==> src/logic/csrb_pkg.sv <==
`default_nettype none
package csrb_pkg;
  // register addresses on the device register port
  localparam logic [7:0] CSRB_OFS_STATE   = 8'h08;
  localparam logic [7:0] CSRB_OFS_FAULT   = 8'h09;
  localparam logic [7:0] CSRB_OFS_LOOP    = 8'h0a;
  localparam logic [7:0] CSRB_OFS_RESTORE = 8'h0b;
  localparam int unsigned CSRB_RESTORE_BIT = 7;

  // charger_state_status fields
  localparam int unsigned CSRB_SRC_LSB   = 5;
  localparam int unsigned CSRB_PHASE_LSB = 3;
  localparam int unsigned CSRB_PG_BIT    = 2;
  localparam int unsigned CSRB_THERM_BIT = 1;
  localparam int unsigned CSRB_MINSYS_BIT = 0;

  // fault_status fields
  localparam int unsigned CSRB_WDOG_BIT   = 7;
  localparam int unsigned CSRB_BOOST_BIT  = 6;
  localparam int unsigned CSRB_CFAULT_LSB = 4;
  localparam int unsigned CSRB_BATOV_BIT  = 3;
  localparam int unsigned CSRB_ZONE_LSB   = 0;

  // loop_status_and_irq_mask fields
  localparam int unsigned CSRB_QUAL_BIT  = 7;
  localparam int unsigned CSRB_VLOOP_BIT = 6;
  localparam int unsigned CSRB_ILOOP_BIT = 5;
  localparam int unsigned CSRB_SENSE_BIT = 4;
  localparam int unsigned CSRB_TOPOFF_BIT = 3;
  localparam int unsigned CSRB_OVP_BIT   = 2;
  localparam int unsigned CSRB_VMASK_BIT = 1;
  localparam int unsigned CSRB_IMASK_BIT = 0;

  // reset values
  localparam logic [7:0] CSRB_STATE_RST = 8'h00;
  localparam logic [7:0] CSRB_FAULT_RST = 8'h80;
  localparam logic [7:0] CSRB_LOOP_RST  = 8'h00;
  localparam logic       CSRB_MASK_RST  = 1'b0;

  // input source type codes
  localparam logic [2:0] CSRB_SRC_NONE    = 3'h0;
  localparam logic [2:0] CSRB_SRC_HOST    = 3'h1;
  localparam logic [2:0] CSRB_SRC_ADAPTER = 3'h3;
  localparam logic [2:0] CSRB_SRC_BOOST   = 3'h7;

  // charge fault codes
  localparam logic [1:0] CSRB_CF_NORMAL = 2'h0;
  localparam logic [1:0] CSRB_CF_INPUT  = 2'h1;
  localparam logic [1:0] CSRB_CF_TSHUT  = 2'h2;
  localparam logic [1:0] CSRB_CF_TIMER  = 2'h3;

  // thermistor zone codes
  localparam logic [2:0] CSRB_ZONE_NORMAL = 3'h0;
  localparam logic [2:0] CSRB_ZONE_WARM   = 3'h2;
  localparam logic [2:0] CSRB_ZONE_COOL   = 3'h3;
  localparam logic [2:0] CSRB_ZONE_COLD   = 3'h5;
  localparam logic [2:0] CSRB_ZONE_HOT    = 3'h6;

  // interrupt pulse width in clock cycles
  localparam int unsigned CSRB_IRQ_PULSE_CYCLES = 4;
endpackage
`default_nettype wire

==> src/logic/csrb_status_bank.sv <==
// Functional notes
// - source type in top three bits: 000 none, 001 host, 011 adapter, 111 boost
// - select pin high means 500 mA host port, low means 2.4 A adapter
// - software current limit lives elsewhere, never in the source type field
// - charge phase in bits 4:3: idle, precharge, fast, terminated
// - bit 2 reports supply good, bit 1 thermal regulation active
// - bit 0 set while held in minimum system voltage regulation
// - fault bit 7 is watchdog expiry, reads 1 after power-on
// - fault bit 6 set on any boost-invalid condition, overload or low battery
// - charge fault in bits 5:4: 00 normal, 10 thermal shutdown, 11 timer
// - fault bit 3 reports battery overvoltage
// - buck thermistor zone codes normal, warm, cool, cold, hot in bits 2:0
// - boost thermistor zone reports only normal, cold or hot
// - loop bit 7 set while input passes poor-source detection
// - loop bit 6 voltage loop active, bit 5 current loop active
// - loop bit 4 sense pin fault; then regulate at battery pin
// - loop bit 3 set while top-off timer counts
// - loop bit 2 set while input overvoltage active
// - voltage loop entry pulses interrupt unless mask bit 1 is set
// - current loop entry pulses interrupt unless mask bit 0 is set
// - restore bit write resets masks and safety timer, then self-clears
`timescale 1ns/10ps
`default_nettype none
module csrb_status_bank #(
  parameter int unsigned IRQ_PULSE_CYCLES = csrb_pkg::CSRB_IRQ_PULSE_CYCLES
) (
  input  wire logic       clk,
  input  wire logic       arst_n,
  // register port from the serial interface engine
  input  wire logic [7:0] reg_addr,
  input  wire logic       reg_wr_en,
  input  wire logic [7:0] reg_wdata,
  input  wire logic       reg_rd_en,
  output logic      [7:0] reg_rdata,
  output logic            reg_rd_valid,
  // live conditions from the power stage
  input  wire logic       boost_active,
  input  wire logic       source_present,
  input  wire logic       source_select_pin,
  input  wire logic [1:0] charge_phase_in,
  input  wire logic       supply_ok,
  input  wire logic       thermal_loop,
  input  wire logic       min_system_reg,
  input  wire logic       watchdog_expired,
  input  wire logic       otg_overload,
  input  wire logic       otg_low_battery,
  input  wire logic       input_fault,
  input  wire logic       thermal_shutdown,
  input  wire logic       safety_timer_expired,
  input  wire logic       battery_ov,
  input  wire logic       zone_warm,
  input  wire logic       zone_cool,
  input  wire logic       zone_cold,
  input  wire logic       zone_hot,
  input  wire logic       input_qualified,
  input  wire logic       input_voltage_limit_loop,
  input  wire logic       input_current_limit_loop,
  input  wire logic       battery_sense_pin_bad,
  input  wire logic       finish_timer_running,
  input  wire logic       input_overvoltage,
  // outputs to the host and the charger core
  output logic            irq_pulse,
  output logic            regulate_at_battery_pin,
  output logic            safety_timer_restart,
  output logic            voltage_loop_irq_mask,
  output logic            current_loop_irq_mask
);
  typedef struct packed {
    logic [7:0] state_status;
    logic [7:0] fault_status;
    logic [5:0] loop_status;
    logic       vmask;
    logic       imask;
    logic       prev_vloop;
    logic       prev_iloop;
    logic [7:0] rdata;
    logic       rd_valid;
    logic       timer_restart;
    logic       at_bat_pin;
    logic       irq_trigger;
  } csrb_state_t;

  csrb_state_t st;
  csrb_state_t next_st;

  logic [2:0] src_code;
  logic [1:0] fault_code;
  logic [2:0] zone_code;
  logic       boost_fault;
  logic       restore_wr;
  logic       loop_wr;
  logic       vloop_entry;
  logic       iloop_entry;
  logic [7:0] loop_read;
  logic       irq_out;

  // source type classification
  always_comb begin
    if (boost_active) begin
      src_code = csrb_pkg::CSRB_SRC_BOOST;
    end else if (!source_present) begin
      src_code = csrb_pkg::CSRB_SRC_NONE;
    end else if (source_select_pin) begin
      src_code = csrb_pkg::CSRB_SRC_HOST;
    end else begin
      src_code = csrb_pkg::CSRB_SRC_ADAPTER;
    end
    // with a source present and no boost, only the pin decides the class; the programmed limit is not folded in
  end

  // charge fault code, most severe first
  always_comb begin
    if (thermal_shutdown) begin
      fault_code = csrb_pkg::CSRB_CF_TSHUT;
    end else if (safety_timer_expired) begin
      fault_code = csrb_pkg::CSRB_CF_TIMER;
    end else if (input_fault) begin
      fault_code = csrb_pkg::CSRB_CF_INPUT;
    end else begin
      fault_code = csrb_pkg::CSRB_CF_NORMAL;
    end
  end

  // thermistor zone; boost drops warm and cool
  always_comb begin
    if (zone_hot) begin
      zone_code = csrb_pkg::CSRB_ZONE_HOT;
    end else if (zone_cold) begin
      zone_code = csrb_pkg::CSRB_ZONE_COLD;
    end else if (boost_active) begin
      zone_code = csrb_pkg::CSRB_ZONE_NORMAL;
    end else if (zone_warm) begin
      zone_code = csrb_pkg::CSRB_ZONE_WARM;
    end else if (zone_cool) begin
      zone_code = csrb_pkg::CSRB_ZONE_COOL;
    end else begin
      zone_code = csrb_pkg::CSRB_ZONE_NORMAL;
    end
  end

  assign boost_fault = otg_overload || otg_low_battery;

  assign restore_wr = reg_wr_en && (reg_addr == csrb_pkg::CSRB_OFS_RESTORE)
                      && reg_wdata[csrb_pkg::CSRB_RESTORE_BIT];
  assign loop_wr    = reg_wr_en && (reg_addr == csrb_pkg::CSRB_OFS_LOOP);

  // loop entry edges from the sampled previous level
  assign vloop_entry = input_voltage_limit_loop && !st.prev_vloop;
  assign iloop_entry = input_current_limit_loop && !st.prev_iloop;

  // loop register as the host sees it
  always_comb begin
    loop_read = {st.loop_status, st.vmask, st.imask};
  end

  always_comb begin
    next_st = st;

    // live status snapshots, refreshed every cycle
    next_st.state_status[csrb_pkg::CSRB_SRC_LSB +: 3] = src_code;
    next_st.state_status[csrb_pkg::CSRB_PHASE_LSB +: 2] = charge_phase_in;
    next_st.state_status[csrb_pkg::CSRB_PG_BIT] = supply_ok;
    next_st.state_status[csrb_pkg::CSRB_THERM_BIT] = thermal_loop;
    next_st.state_status[csrb_pkg::CSRB_MINSYS_BIT] = min_system_reg;

    next_st.fault_status[csrb_pkg::CSRB_WDOG_BIT] = watchdog_expired;
    next_st.fault_status[csrb_pkg::CSRB_BOOST_BIT] = boost_fault;
    next_st.fault_status[csrb_pkg::CSRB_CFAULT_LSB +: 2] = fault_code;
    next_st.fault_status[csrb_pkg::CSRB_BATOV_BIT] = battery_ov;
    next_st.fault_status[csrb_pkg::CSRB_ZONE_LSB +: 3] = zone_code;

    next_st.loop_status[csrb_pkg::CSRB_QUAL_BIT - 2] = input_qualified;
    next_st.loop_status[csrb_pkg::CSRB_VLOOP_BIT - 2] = input_voltage_limit_loop;
    next_st.loop_status[csrb_pkg::CSRB_ILOOP_BIT - 2] = input_current_limit_loop;
    next_st.loop_status[csrb_pkg::CSRB_SENSE_BIT - 2] = battery_sense_pin_bad;
    next_st.loop_status[csrb_pkg::CSRB_TOPOFF_BIT - 2] = finish_timer_running;
    next_st.loop_status[csrb_pkg::CSRB_OVP_BIT - 2] = input_overvoltage;

    // open sense pin moves regulation to the battery pin
    next_st.at_bat_pin = battery_sense_pin_bad;

    // only the two mask bits accept writes; restore wins over a mask write
    if (restore_wr) begin
      next_st.vmask = csrb_pkg::CSRB_MASK_RST;
      next_st.imask = csrb_pkg::CSRB_MASK_RST;
    end else if (loop_wr) begin
      next_st.vmask = reg_wdata[csrb_pkg::CSRB_VMASK_BIT];
      next_st.imask = reg_wdata[csrb_pkg::CSRB_IMASK_BIT];
    end
    // restore bit itself is never stored, so it reads back as zero
    next_st.timer_restart = restore_wr;

    // interrupt trigger on loop entry, gated by the mask in force
    next_st.prev_vloop = input_voltage_limit_loop;
    next_st.prev_iloop = input_current_limit_loop;
    next_st.irq_trigger = (vloop_entry && !st.vmask)
                          || (iloop_entry && !st.imask);

    // reads are side-effect free and see the registered snapshot
    next_st.rd_valid = reg_rd_en;
    if (reg_rd_en) begin
      unique case (reg_addr)
        csrb_pkg::CSRB_OFS_STATE: begin
          next_st.rdata = st.state_status;
        end
        csrb_pkg::CSRB_OFS_FAULT: begin
          next_st.rdata = st.fault_status;
        end
        csrb_pkg::CSRB_OFS_LOOP: begin
          next_st.rdata = loop_read;
        end
        default: begin
          next_st.rdata = 8'h00;
        end
      endcase
    end
  end

  always_ff @(posedge clk or negedge arst_n) begin
    if (!arst_n) begin
      st.state_status  <= csrb_pkg::CSRB_STATE_RST;
      st.fault_status  <= csrb_pkg::CSRB_FAULT_RST;
      st.loop_status   <= csrb_pkg::CSRB_LOOP_RST[7:2];
      st.vmask         <= csrb_pkg::CSRB_MASK_RST;
      st.imask         <= csrb_pkg::CSRB_MASK_RST;
      st.prev_vloop    <= 1'b0;
      st.prev_iloop    <= 1'b0;
      st.rdata         <= 8'h00;
      st.rd_valid      <= 1'b0;
      st.timer_restart <= 1'b0;
      st.at_bat_pin    <= 1'b0;
      st.irq_trigger   <= 1'b0;
    end else begin
      st <= next_st;
    end
  end

  // stretches each trigger into a host interrupt pulse
  csrb_pulse #(
    .WIDTH (IRQ_PULSE_CYCLES)
  ) u_irq_pulse (
    .clk     (clk),
    .arst_n  (arst_n),
    .trigger (st.irq_trigger),
    .pulse   (irq_out)
  );

  assign irq_pulse               = irq_out;
  assign reg_rdata               = st.rdata;
  assign reg_rd_valid            = st.rd_valid;
  assign regulate_at_battery_pin = st.at_bat_pin;
  assign safety_timer_restart    = st.timer_restart;
  assign voltage_loop_irq_mask   = st.vmask;
  assign current_loop_irq_mask   = st.imask;
endmodule
`default_nettype wire

==> src/logic/csrb_pulse.sv <==
`timescale 1ns/10ps
`default_nettype none
module csrb_pulse #(
  parameter int unsigned WIDTH = 4
) (
  input  wire logic clk,
  input  wire logic arst_n,
  input  wire logic trigger,
  output logic      pulse
);
  localparam int unsigned CW = $clog2(WIDTH + 1);

  typedef struct packed {
    logic [CW-1:0] count;
    logic          pulse;
  } csrb_pulse_state_t;

  csrb_pulse_state_t st;
  csrb_pulse_state_t next_st;

  // a new trigger restarts the full width
  always_comb begin
    next_st = st;
    if (trigger) begin
      next_st.count = CW'(WIDTH);
    end else if (st.count != '0) begin
      next_st.count = st.count - CW'(1);
    end
    next_st.pulse = trigger || (st.count > CW'(1));
  end

  always_ff @(posedge clk or negedge arst_n) begin
    if (!arst_n) begin
      st <= '0;
    end else begin
      st <= next_st;
    end
  end

  assign pulse = st.pulse;
endmodule
`default_nettype wire

==> config.mk <==
export PLATFORM = sky130hd
export DESIGN_NAME = csrb_status_bank
export DESIGN_NICKNAME = d
export VERILOG_FILES = /design/src/logic/csrb_pkg.sv /design/src/logic/csrb_status_bank.sv /design/src/logic/csrb_pulse.sv
export SDC_FILE = /design/constraint.sdc
export NUM_CORES = 1
export LEC_CHECK = 0
export ABC_AREA = 1
export BUFFER_PORTS_ARGS = -buffer_cell sky130_fd_sc_hd__buf_2
export CAP_MARGIN = 30
export CORE_MARGIN = 5
export CORE_UTILIZATION = 53
export CTS_CLUSTER_DIAMETER = 80
export CTS_CLUSTER_SIZE = 12
export DETAILED_ROUTE_END_ITERATION = 12
export PLACE_DENSITY = 0.91
export SLEW_MARGIN = 20
export SYNTH_ARGS = -nofsm -noshare
export SYNTH_HDL_FRONTEND = slang
export SYNTH_SLANG_ARGS = --single-unit
==> constraint.sdc <==
create_clock -name clk -period 2.6 [get_ports clk]
set_input_delay 0 -clock clk [delete_from_list [all_inputs] [get_ports clk]]
set_output_delay 0 -clock clk [all_outputs]
set_load 0.03 [all_outputs]
==> results.md <==
- The run finished with clean final reports.
- After synthesis, the cell types taking the most area are sky130_fd_sc_hd__dfrtp_1 55%, sky130_fd_sc_hd__nand3_1 11%, sky130_fd_sc_hd__nand2_1 8.0%, sky130_fd_sc_hd__buf_4 3.5%, sky130_fd_sc_hd__ha_1 2.2%.
- The slowest cell on the critical path is sky130_fd_sc_hd__dlygate4sd3_1.
- VDD sags by at most ~0.35 mV.
- The time the worst path needs with I/O delays and setup is about 1700 ps.
- The critical path capture point type is a flop.
- Across all register-to-register paths, the minimum setup slack is ~1400 ps.
- The worst-skew pair later-pin latency is 340 ps.
- The startpoint identified for the worst register-to-register timing path is u_irq_pulse.st[1].
- The clock group share of total power is 0.248.
- The share of total power dissipated in combinational logic is 0.204.
- The largest net degree at the start of global routing is 40.
- Adding up every negative setup slack in the final design gives 0 ps.
- The number of nets handed over by synthesis was 223.
- The worst slew margin relative to its limit is 0.770.
- Summed over all nets, the switching power comes to between 300 and 400 uW.
- The largest area contributor in the synthesized netlist is sky130_fd_sc_hd__dfrtp_1.
- The total count of max-transition violations in the final report is 0.
- The first global-routing pass estimated around 6400 um of wire.
- The core region is around 3100 um^2.
- The ratio of cells with drive above 1 in the final layout is 0.309.
- The total of flip-flops plus latches after synthesis is 39.
- With fillers left out, the area of the finished cells amounts to approximately 2400 um^2.
- In this run the deepest clock path goes through 2 buffers.
- The most prevalent standard cell on the critical path is sky130_fd_sc_hd__dlygate4sd3_1.
- The detailed-placement wirelength estimate is ~2300 um.
- The pin slew with the least headroom to its limit is about 350 ps.
- The post-detailed-routing wire length is 3870 um.
- The post-synthesis cell area is 1730 um^2.
- The arrival time of the worst setup path is between 1500 and 2000 ps.
- The placer's final routability congestion estimate is ~0.81.
- The switching part of the total power is 0.295.
- The area share of the largest cell type after synthesis is 0.551.
- Dividing the detail-routed wire length by the instance count gives ~13 um.
- Setup violations remaining at the end of the flow were counted as 0.
- The share of the clock period used by the worst path is 0.644.
- The maximum achievable frequency is 597 MHz.
- Setup repair after global routing left no endpoint under its margin.
- The share of power burned in registers is 0.548.
- The delay of the slowest cell on the worst path is around 560 ps.
- The starting density of the core is 0.561.
- The setup path with the least slack is of type in -> reg.
- The total congestion overflow after global routing is 0.
- Cell internal power was estimated by the tool at about 870 uW.
- about 60 I/O pins were placed.
- For this run, the share of the core covered by cells in the final layout is 0.765.
- Counting the fill cells in the layout gives roughly 220.
- The buffer count from post-CTS setup fixing is 0.
- The DRC violation count after routing is 0.
- The critical path launch point type is an input pin.
- The number of clock sinks is 39.
- The minimum setup slack after placement is ~1400 ps.
- The most critical setup path has its startpoint at reg_wdata[7].
- The root buffer cell chosen for the clock tree is sky130_fd_sc_hd__clkbuf_4.
- The number of antenna violations at the first check in global routing is 0.
- Compared with the post-synthesis result, the final layout area differs by 36.5%.
- In this run, CTS created clock tree buffers numbering 5.
- The routed layout has approximately 1.4k vias.
- The cell count after synthesis came out at 175.
- Post-CTS repair changed the size of 0 cells.
- Summed over all cells, the static leakage comes to ~1.2 nW.
- A synthesized cell averages a little under 10 um^2.
- Dividing total power by cell area gives a power density of 522 nW/um^2.
- The register clock-pin slew on the reported worst setup and hold paths is approximately 120 ps.
- The library cells used most frequently in the layout, excluding fill and tap cells, are 53 x sky130_fd_sc_hd__buf_2, 38 x sky130_fd_sc_hd__dfrtp_1, 37 x sky130_fd_sc_hd__nand3_1, 37 x sky130_fd_sc_hd__nand2_1, 33 x sky130_fd_sc_hd__dlygate4sd3_1.
- The die is between 60 and 70 um wide.
- The hold violation total from the final report is 0.
- The most common cell after layout, fill and taps aside is sky130_fd_sc_hd__buf_2.
- The via count of the first global-routing pass is roughly 1.5k.
- After the last flow step, the layout net total stands at 306.
- The clock tree skew after final layout is 8.76 ps.
- The floorplan step defined a die boundary enclosing 4500 um^2.
- The worst register-to-register path ends at u_irq_pulse.st[1].
- Counting distinct cell types in the post-synthesis netlist gives 26.
- The count of buffers added on input and output ports is 53.
- TritonCTS built the clock tree.
- The area of placed instances is between 1500 and 2000 um^2.
- The total number of yosys warnings is 0.
- At the worst endpoint, the required time is 2890 ps.
- Traced cell by cell, the critical path runs through dlygate4sd3_1, buf_2, nand3_1, dlygate4sd3_1, nor3_2, dlygate4sd3_1.
- The violation count after the first detailed-route iteration is between 60 and 70.
- In this run the remaining antenna-violating nets after routing total 0.
- The worst hold path belongs to the class in -> async.
- Max-cap violations in this run came to 0.
- The number of cells on the worst reg-to-reg path is 5.
- The power after layout is 1.23 mW.
- The maximum level of the CTS H-tree is 2.
- The share of the Yosys chip area taken by registers is 0.566.
- The average vias per placed instance is ~4.8.
- Across every metal layer, demand over resource in global routing totals 0.192.
- The die outline height is between 60 and 70 um.
- The final antenna diode count is 0.
- In this run the worst path has a maximum fanout of 2.
- The minimum setup slack in the final design is a little over 900 ps.
- The cell row count is 20.
- The first-pass iteration count of the detailed router is 4.
[power by group through the flow]
stage          combinational [mW]  sequential (mW)  clock (mW)
6_report                    0.251            0.674       0.304
5_1_grt                     0.284            0.679       0.341
4_1_cts                     0.246            0.674       0.305
3_5_place_dp                0.206            0.686           0
3_3_place_gp                0.193            0.685           0
2_1_floorplan               0.117            0.699           0
[final cells by class]
class                           count  area [um^2]  share of cell area
Sequential cell                    39          977               0.415
Timing Repair Buffer               87          616               0.261
Multi-Input combinational cell    108          587               0.249
Inverter                           17         63.8              0.0271
Tap cell                           44         55.1              0.0234
Clock buffer                        5         37.5              0.0159
Clock inverter                      3         20.0             0.00850
[routing by layer]
| layer | part of all wire | track usage | vias up |
|---|---|---|---|
| met4 | 0.011 | 0.0759 | 0 |
| li1 | - | - | 719 |
| met1 | 0.40 | 0.214 | 671 |
| met2 | 0.52 | 0.340 | 50 |
| met5 | 0 | 0 | - |
| met3 | 0.071 | 0.0573 | 4 |
[kinds of logic (layout without fill, tap and decap cells)]
family	count (synthesis)	after routing	synth area share
simple gates	96	96	0.288
buf+inv	28	112	0.0935
flops	39	39	0.566
fa+ha+maj	3	3	0.0218
compound gates	9	9	0.0305
[state kept, by name, indices dropped and copies added, names as in the netlist]
register               cells
voltage_loop_irq_mask      1
u_irq_pulse.pulse          1
reg_rdata                  8
loop_read                  6
safety_timer_restart       1
current_loop_irq_mask      1
u_irq_pulse.st             3
st                        17
reg_rd_valid               1
[synth_stat cells, drive strengths merged]
cell    instances
buf            11
o21ai           5
nand2          41
dfstp           1
o211ai          1
nor2           13
dfrtp          38
ha              3
nand3          38
or2             2
inv            16
a21oi           1
o22ai           1
a22o            1
nand4           1
nor3            1
clkinv          1
[how the worst max path moves through the flow]
stage,slack [ps],cells after the start,end
2_1_floorplan,1590,5,u_irq_pulse.st[1]
3_3_place_gp,1540,5,u_irq_pulse.st[1]
3_5_place_dp,1450,5,u_irq_pulse.st[1]
4_1_cts,950,6,safety_timer_restart
5_1_grt,860,6,safety_timer_restart
6_report,920,6,safety_timer_restart
[worst max-delay path: cells and delay by family]
kind | cells | cell delay [ps]
buf+inv | 4 | 1760
simple gates | 2 | 210
[metrics by stage]
step / hold slack (ps) / std cells
floorplan: -296 / 175
global placement: 107 / 261
detailed placement: 107 / 261
CTS: 27.4 / 302
global route: 36.5 / 303
finish: 26.5 / 303
[what timing repair did]
action	CTS	global route
endpoints found under the setup margin	0	0
endpoints found under the hold margin	73	0
hold buffers	33	0
(Power assumes the default switching activity.)
